--- src/hdl/sbsr_map.vh ---
/*
 Register layout, bit positions and reset values of the status byte
 and service request logic. Definitions only.
*/
`ifndef SBSR_MAP_VH
`define SBSR_MAP_VH

`define SBSR_BIT_INTERNAL   0
`define SBSR_BIT_RSVD_ONE   1
`define SBSR_BIT_ADJUSTED   2
`define SBSR_BIT_RSVD_THREE 3
`define SBSR_BIT_QUEUE      4
`define SBSR_BIT_STD_EVENT  5
`define SBSR_BIT_SUMMARY    6
`define SBSR_BIT_RSVD_SEVEN 7

`define SBSR_MASK_WRITABLE  8'hBF
`define SBSR_MASK_RESET     8'h00
`define SBSR_FLAG_RESET     1'b0
`define SBSR_BYTE_RESET     8'h00
`define SBSR_STATUS_IDLE    8'h00

`endif

--- src/hdl/sbsr_status_byte.v ---
/*
 Status summary byte and service request logic.
 Gathers the four summary sources into one byte, gates them with the
 request enable mask and drives a service request level.
 Assumes every input is synchronous to core_clk. The event sources
 give one-cycle pulses for adjusted values and internal state entries,
 and a clear pulse when the matching event register is read or cleared.
 The standard event summary and queue state arrive as levels.
 Limitation: the standard event summary is not held here; the event
 register must keep it up until that register is read or cleared.
 The mask readback and both status bytes are registered and trail
 the state they report by one clock, except poll byte bit 6, which
 matches the request flag in the same cycle.
*/
`timescale 1ns/1ps
`include "sbsr_map.vh"

module sbsr_status_byte (
    core_clk,
    nrst,
    mask_wr,
    mask_wdata,
    mask_rdata,
    standard_event_summary,
    output_queue_nonempty,
    value_adjusted_set,
    value_adjusted_clr,
    internal_state_set,
    internal_state_clr,
    poll_done,
    query_byte,
    poll_byte,
    master_summary_bit,
    request_service_flag,
    service_request
);
    input  wire       core_clk;
    input  wire       nrst;
    input  wire       mask_wr;
    input  wire [7:0] mask_wdata;
    output wire [7:0] mask_rdata;
    input  wire       standard_event_summary;
    input  wire       output_queue_nonempty;
    input  wire       value_adjusted_set;
    input  wire       value_adjusted_clr;
    input  wire       internal_state_set;
    input  wire       internal_state_clr;
    input  wire       poll_done;
    output wire [7:0] query_byte;
    output wire [7:0] poll_byte;
    output wire       master_summary_bit;
    output wire       request_service_flag;
    output wire       service_request;

    // Sticky flag slots; both slots behave the same way
    localparam FLAG_COUNT = 2;
    localparam FLAG_ADJ   = 0;
    localparam FLAG_INT   = 1;
    localparam BYTE_W     = 8;

    reg  [7:0] request_enable_mask_r;
    reg  [7:0] request_enable_mask_nxt;
    reg  [1:0] sticky_flag_r;
    wire [1:0] sticky_flag_nxt;
    wire [1:0] sticky_set;
    wire [1:0] sticky_clr;
    reg        request_service_flag_r;
    reg        request_service_flag_nxt;
    reg  [7:0] status_summary_byte;
    wire [7:0] masked_status;
    reg  [7:0] mask_rdata_r;
    reg  [7:0] query_byte_r;
    reg  [7:0] query_nxt;
    reg  [7:0] poll_byte_r;
    reg  [7:0] poll_nxt;

    genvar g;

    // Set beats clear so an event in the clearing cycle is kept
    function sticky_next;
        input cur;
        input set;
        input clr;
        begin
            sticky_next = set | (cur & ~clr);
        end
    endfunction

    // Both read paths share the status byte and differ only in bit 6
    function [7:0] place_bit_six;
        input [7:0] base;
        input       bit_six;
        begin
            place_bit_six = base;
            place_bit_six[`SBSR_BIT_SUMMARY] = bit_six;
        end
    endfunction

    // Slot order must match FLAG_ADJ and FLAG_INT
    assign sticky_set[FLAG_ADJ] = value_adjusted_set;
    assign sticky_set[FLAG_INT] = internal_state_set;
    assign sticky_clr[FLAG_ADJ] = value_adjusted_clr;
    assign sticky_clr[FLAG_INT] = internal_state_clr;

    generate
        for (g = 0; g < FLAG_COUNT; g = g + 1) begin : gen_sticky
            assign sticky_flag_nxt[g] = sticky_next(sticky_flag_r[g],
                sticky_set[g], sticky_clr[g]);
        end
        // A zero mask bit holds its status bit out of the summary
        for (g = 0; g < BYTE_W; g = g + 1) begin : gen_masked
            assign masked_status[g] = status_summary_byte[g] &
                request_enable_mask_r[g];
        end
    endgenerate

    // Reserved positions and bit 6 stay at the idle value here;
    // bit 6 is filled in per read path
    always @* begin
        status_summary_byte = `SBSR_STATUS_IDLE;
        status_summary_byte[`SBSR_BIT_STD_EVENT] =
            standard_event_summary;
        status_summary_byte[`SBSR_BIT_QUEUE] =
            output_queue_nonempty;
        status_summary_byte[`SBSR_BIT_ADJUSTED] =
            sticky_flag_r[FLAG_ADJ];
        status_summary_byte[`SBSR_BIT_INTERNAL] =
            sticky_flag_r[FLAG_INT];
    end

    // An all-zero mask leaves every masked bit low
    assign master_summary_bit = |masked_status;

    // Level output, no latch: it drops in the same cycle as the summary
    assign service_request = master_summary_bit;

    // Bit 6 is dropped on the way in, so it can never feed the summary
    always @* begin
        request_enable_mask_nxt = request_enable_mask_r;
        if (mask_wr) begin
            request_enable_mask_nxt =
                mask_wdata & `SBSR_MASK_WRITABLE;
        end
    end

    // Request flag rises with a request and drops once polled; a poll
    // that ends while the summary is still high leaves it set
    always @* begin
        request_service_flag_nxt = request_service_flag_r;
        if (poll_done) begin
            request_service_flag_nxt = 1'b0;
        end
        if (master_summary_bit) begin
            request_service_flag_nxt = 1'b1;
        end
    end

    // The poll byte takes the flag's next value so both outputs agree
    // in every cycle
    always @* begin
        query_nxt = place_bit_six(status_summary_byte,
            master_summary_bit);
        poll_nxt = place_bit_six(status_summary_byte,
            request_service_flag_nxt);
    end

    always @(posedge core_clk or negedge nrst) begin
        if (!nrst) begin
            request_enable_mask_r <= `SBSR_MASK_RESET;
        end else begin
            request_enable_mask_r <= request_enable_mask_nxt;
        end
    end

    always @(posedge core_clk or negedge nrst) begin
        if (!nrst) begin
            sticky_flag_r <= {FLAG_COUNT{`SBSR_FLAG_RESET}};
        end else begin
            sticky_flag_r <= sticky_flag_nxt;
        end
    end

    always @(posedge core_clk or negedge nrst) begin
        if (!nrst) begin
            request_service_flag_r <= `SBSR_FLAG_RESET;
        end else begin
            request_service_flag_r <= request_service_flag_nxt;
        end
    end

    // Read data is registered, so it trails the mask by one cycle
    always @(posedge core_clk or negedge nrst) begin
        if (!nrst) begin
            mask_rdata_r <= `SBSR_MASK_RESET;
            query_byte_r <= `SBSR_BYTE_RESET;
            poll_byte_r  <= `SBSR_BYTE_RESET;
        end else begin
            mask_rdata_r <= request_enable_mask_r;
            query_byte_r <= query_nxt;
            poll_byte_r  <= poll_nxt;
        end
    end

    assign mask_rdata           = mask_rdata_r;
    assign query_byte           = query_byte_r;
    assign poll_byte            = poll_byte_r;
    assign request_service_flag = request_service_flag_r;
endmodule

--- config.mk ---
export PLATFORM = sky130hd
export DESIGN_NAME = sbsr_status_byte
export DESIGN_NICKNAME = d
export VERILOG_FILES = /design/src/hdl/sbsr_status_byte.v
export VERILOG_INCLUDE_DIRS = /design/src /design/src/hdl
export SDC_FILE = /design/constraint.sdc
export NUM_CORES = 1
export LEC_CHECK = 0
export ABC_CLOCK_PERIOD_IN_PS = 1100
export BUFFER_PORTS_ARGS = -buffer_cell sky130_fd_sc_hd__buf_2
export CAP_MARGIN = 30
export CORE_MARGIN = 4
export CORE_UTILIZATION = 42
export DETAILED_ROUTE_END_ITERATION = 10
export PLACE_DENSITY = 0.76
export SETUP_SLACK_MARGIN = 0.1
export SLEW_MARGIN = 10
export SYNTH_ARGS = -nofsm -noshare
export SYNTH_HDL_FRONTEND = slang
export SYNTH_SLANG_ARGS = --single-unit
--- constraint.sdc ---
create_clock -name core_clk -period 1.1 [get_ports core_clk]
set_clock_uncertainty 0.1 [all_clocks]
set_input_delay 0.11 -clock core_clk [delete_from_list [all_inputs] [get_ports core_clk]]
set_output_delay 0.11 -clock core_clk [all_outputs]
set_load 0.02 [all_outputs]
==> summary.md <==
| Metric | Value |
|---|---|
| Critical path's top delay family | flip-flops |
| CTS tree | built |
| Synth area leader | dfrtp_1 |
| Worst-skew pair later-pin latency | 0.30 ns |
| Initial antenna violation count | 0 |
| Hold depth | 1 |
| R2r worst-path depth | 3 |
| Tcrit/Tclk final | 127% |
| Drt drc | 0 |
| Vias per cell | 4.19 |
| Fin. max-slew vios | 0 |
| Violated checks | negative hold slack, negative setup slack |
| Routed wire length per instance | between 10 and 15 um |
| P&R area growth vs syn | 54.4% |
| TNS Setup | -0.597 ns |
| Main flop type after synthesis | dfrtp_1 |
| First-pass GRT wire length | 2500 um |
| Clock buffer depth | 2 |
| Leak Pwr | about 0.63 nW |
| Synth warn | 0 |
| Final WS setup | -0.297 ns |
| Worst path buffer plus inverter count | 1 |
| Crit path max fanout | 3 |
| EDFF count, synth | 0 |
| Via count of the routed design | about 530 |
| Worst hold margin | -0.165 ns |
| Async SR Flop Fraction | 100% |
| Critical path endpoint category | output port |
| Synth Cell Area | 821 um^2 |
| Die X | about 52 um |
| CP Class | reg -> out |
| Top post-synthesis cells by count | dfrtp_1, buf_4, mux2_4 |
| Drt first pass iters | 1 |
| Remaining antenna violation count | 0 |
| Worst Setup Start Kind | register |
| Crit-path cells | a22oi_2 -> nand2_2 -> buf_2 |
| Fin util | 71.1% |
| Diode count | 0 |
| CTS Buf Count | 3 |
| RR Endpoint | request_enable_mask_r[4]$_DFFE_PN0P_ |
| GRT overflow | 0 |
| Cells after synthesis | 53 |
| Count leader, synth | dfrtp_1 |
| Synth top area share | about two thirds |
| Hold Path End | query_byte[5]$_DFF_PN0_ |
| Fin nets | 120 |
| Tmin final | 1.40 ns |
| Port Buf Inserts | 36 |
| Synth Area per Inst | 15.5 um^2 |
| Final-report hold violation count | 3 |
| Final wirelength | 1630 um |
| Hold crit path type | in -> reg |
| Cell variety after synth | 11 |
| Core Area | between 1500 and 2000 um^2 |
| Layout cells sized above 1 | 52.5% |
| Crit path largest cell delay | 0.42 ns |
| Pwr dens | 1410 nW/um^2 |
| Synthesis-stage register bit count | 22 |
| FP Rows | 15 |
| Die height | 52.2 um |
| Starting DRT DRC Count | 0 |
| Critical Path AT | 1.19 ns |
| Final HPWL DP | 1010 um |
| Reg-to-Reg Start | request_enable_mask_r[4]$_DFFE_PN0P_ |
| RSZ-0062 raised after global routing | true |
| Fmax achieved | 716 MHz |
| Root buf cell | clkbuf_4 |
| HP Start | standard_event_summary |
| Clock-pin slew on the worst setup and hold paths | 0.12 ns |
| Placer Congestion | 0.589 |
| Max IR drop VDD | 0.773 mV |
| Sink Count | 22 |
| Vias in the first global route | between 500 and 600 |
| Largest cells by area after synthesis | dfrtp_1, mux2_4, buf_4 |
| # setup viols final | 3 |
| Flop-to-flop setup slack | 0 ns |
| # H-tree levels | 1 |
| Outcome | finished, violations left |
| DIE AREA | 2730 um^2 |
| Slowest CP cell | dfrtp_1 |
| Post-synthesis sequential area ratio | 67.1% |
| Initial core utilization | ~46% |
| Largest net degree at the start of global routing | 23 |
| GRT Overall Usage | 13.1% |
| Max-cap viol count | 0 |
| WP data required | 0.89 ns |
| IO Pins | 45 |
-- area by class of cell --
cell class | count | area (um^2)
Fill cell | 118 | 515
Multi-Input combinational cell | 21 | 189
Tap cell | 25 | 31.3
Timing Repair Buffer | 52 | 453
Inverter | 2 | 7.51
Sequential cell | 22 | 551
Clock buffer | 4 | 36.3
-- routing by layer --
| metal | vias to the layer above | GRT usage (%) | wire (um) |
|---|---|---|---|
| li1 | 245 | - | - |
| met1 | 254 | 15.2 | 608 |
| met2 | 27 | 23.4 | 871 |
| met3 | 2 | 2.56 | 129 |
| met4 | 0 | 5.11 | 17 |
| met5 | - | 0 | 0 |
-- state kept, by name, summed over array words and instances (netlist names) --
name,flops
poll_byte,1
request_enable_mask_r,7
query_byte,5
mask_rdata,7
sticky_flag_r,2
-- through the flow --
step | cell area (um^2) | total power, mW | std cells | setup slack (ns)
after floorplan | 860 | 1.16 | 59 | 0.0109
after global placement | 958 | 1.23 | 106 | 0.0490
after detailed placement | 958 | 1.23 | 106 | 0.0268
after CTS | 1250 | 1.79 | 124 | -0.292
after global routing | 1270 | 1.87 | 126 | -0.347
final | 1270 | 1.79 | 126 | -0.297
-- worst max-delay path by stage --
stage,cells past startpoint,from,slack (ns),to
floorplan,3,request_enable_mask_r[0]$_DFFE_PN0P_,0.01,service_request
global placement,3,request_enable_mask_r[0]$_DFFE_PN0P_,0.05,service_request
detailed placement,3,request_enable_mask_r[0]$_DFFE_PN0P_,0.03,service_request
CTS,3,request_enable_mask_r[0]$_DFFE_PN0P_,-0.29,service_request
global route,3,request_enable_mask_r[4]$_DFFE_PN0P_,-0.35,service_request
finish,3,sticky_flag_r[1]$_DFF_PN0_,-0.30,master_summary_bit
-- cells by family after synthesis --
family / Yosys count / synth area share [%]
flip-flops: 22 / 67.1
buffers and inverters: 16 / 14.2
AO/OA/AOI/OAI: 4 / 3.66
AND/OR/NAND/NOR: 3 / 1.83
other: 1 / 0.457
multiplexers: 7 / 12.8
-- placed cells by master, fill, tap and decap left out, types with 2 or more instances in the layout --
cell,Yosys,layout
a21o_1,2,2
a22oi_2,0,2
buf_2,0,18
buf_6,1,20
clkbuf_4,0,3
conb_1,1,7
dfrtp_1,22,22
dlygate4sd3_1,0,13
inv_1,2,2
mux2_4,7,7
-- where the power goes --
part	internal [mW]	switching (mW)	leakage [nW]
sequential	0.882	0.0511	0.250
combinational	0.229	0.192	0.364
clock	0.202	0.232	0.0210
-- repair_timing --
item | in CTS | in global routing
setup buffers | 2 | 2
hold buffers | 12 | 1
pin swaps | 0 | 2
resized for setup | 37 | 1
endpoints found under the setup margin | 20 | 23
hold endpoints to repair | 35 | 4
Note: power is estimated with default switching activity, not from simulation.
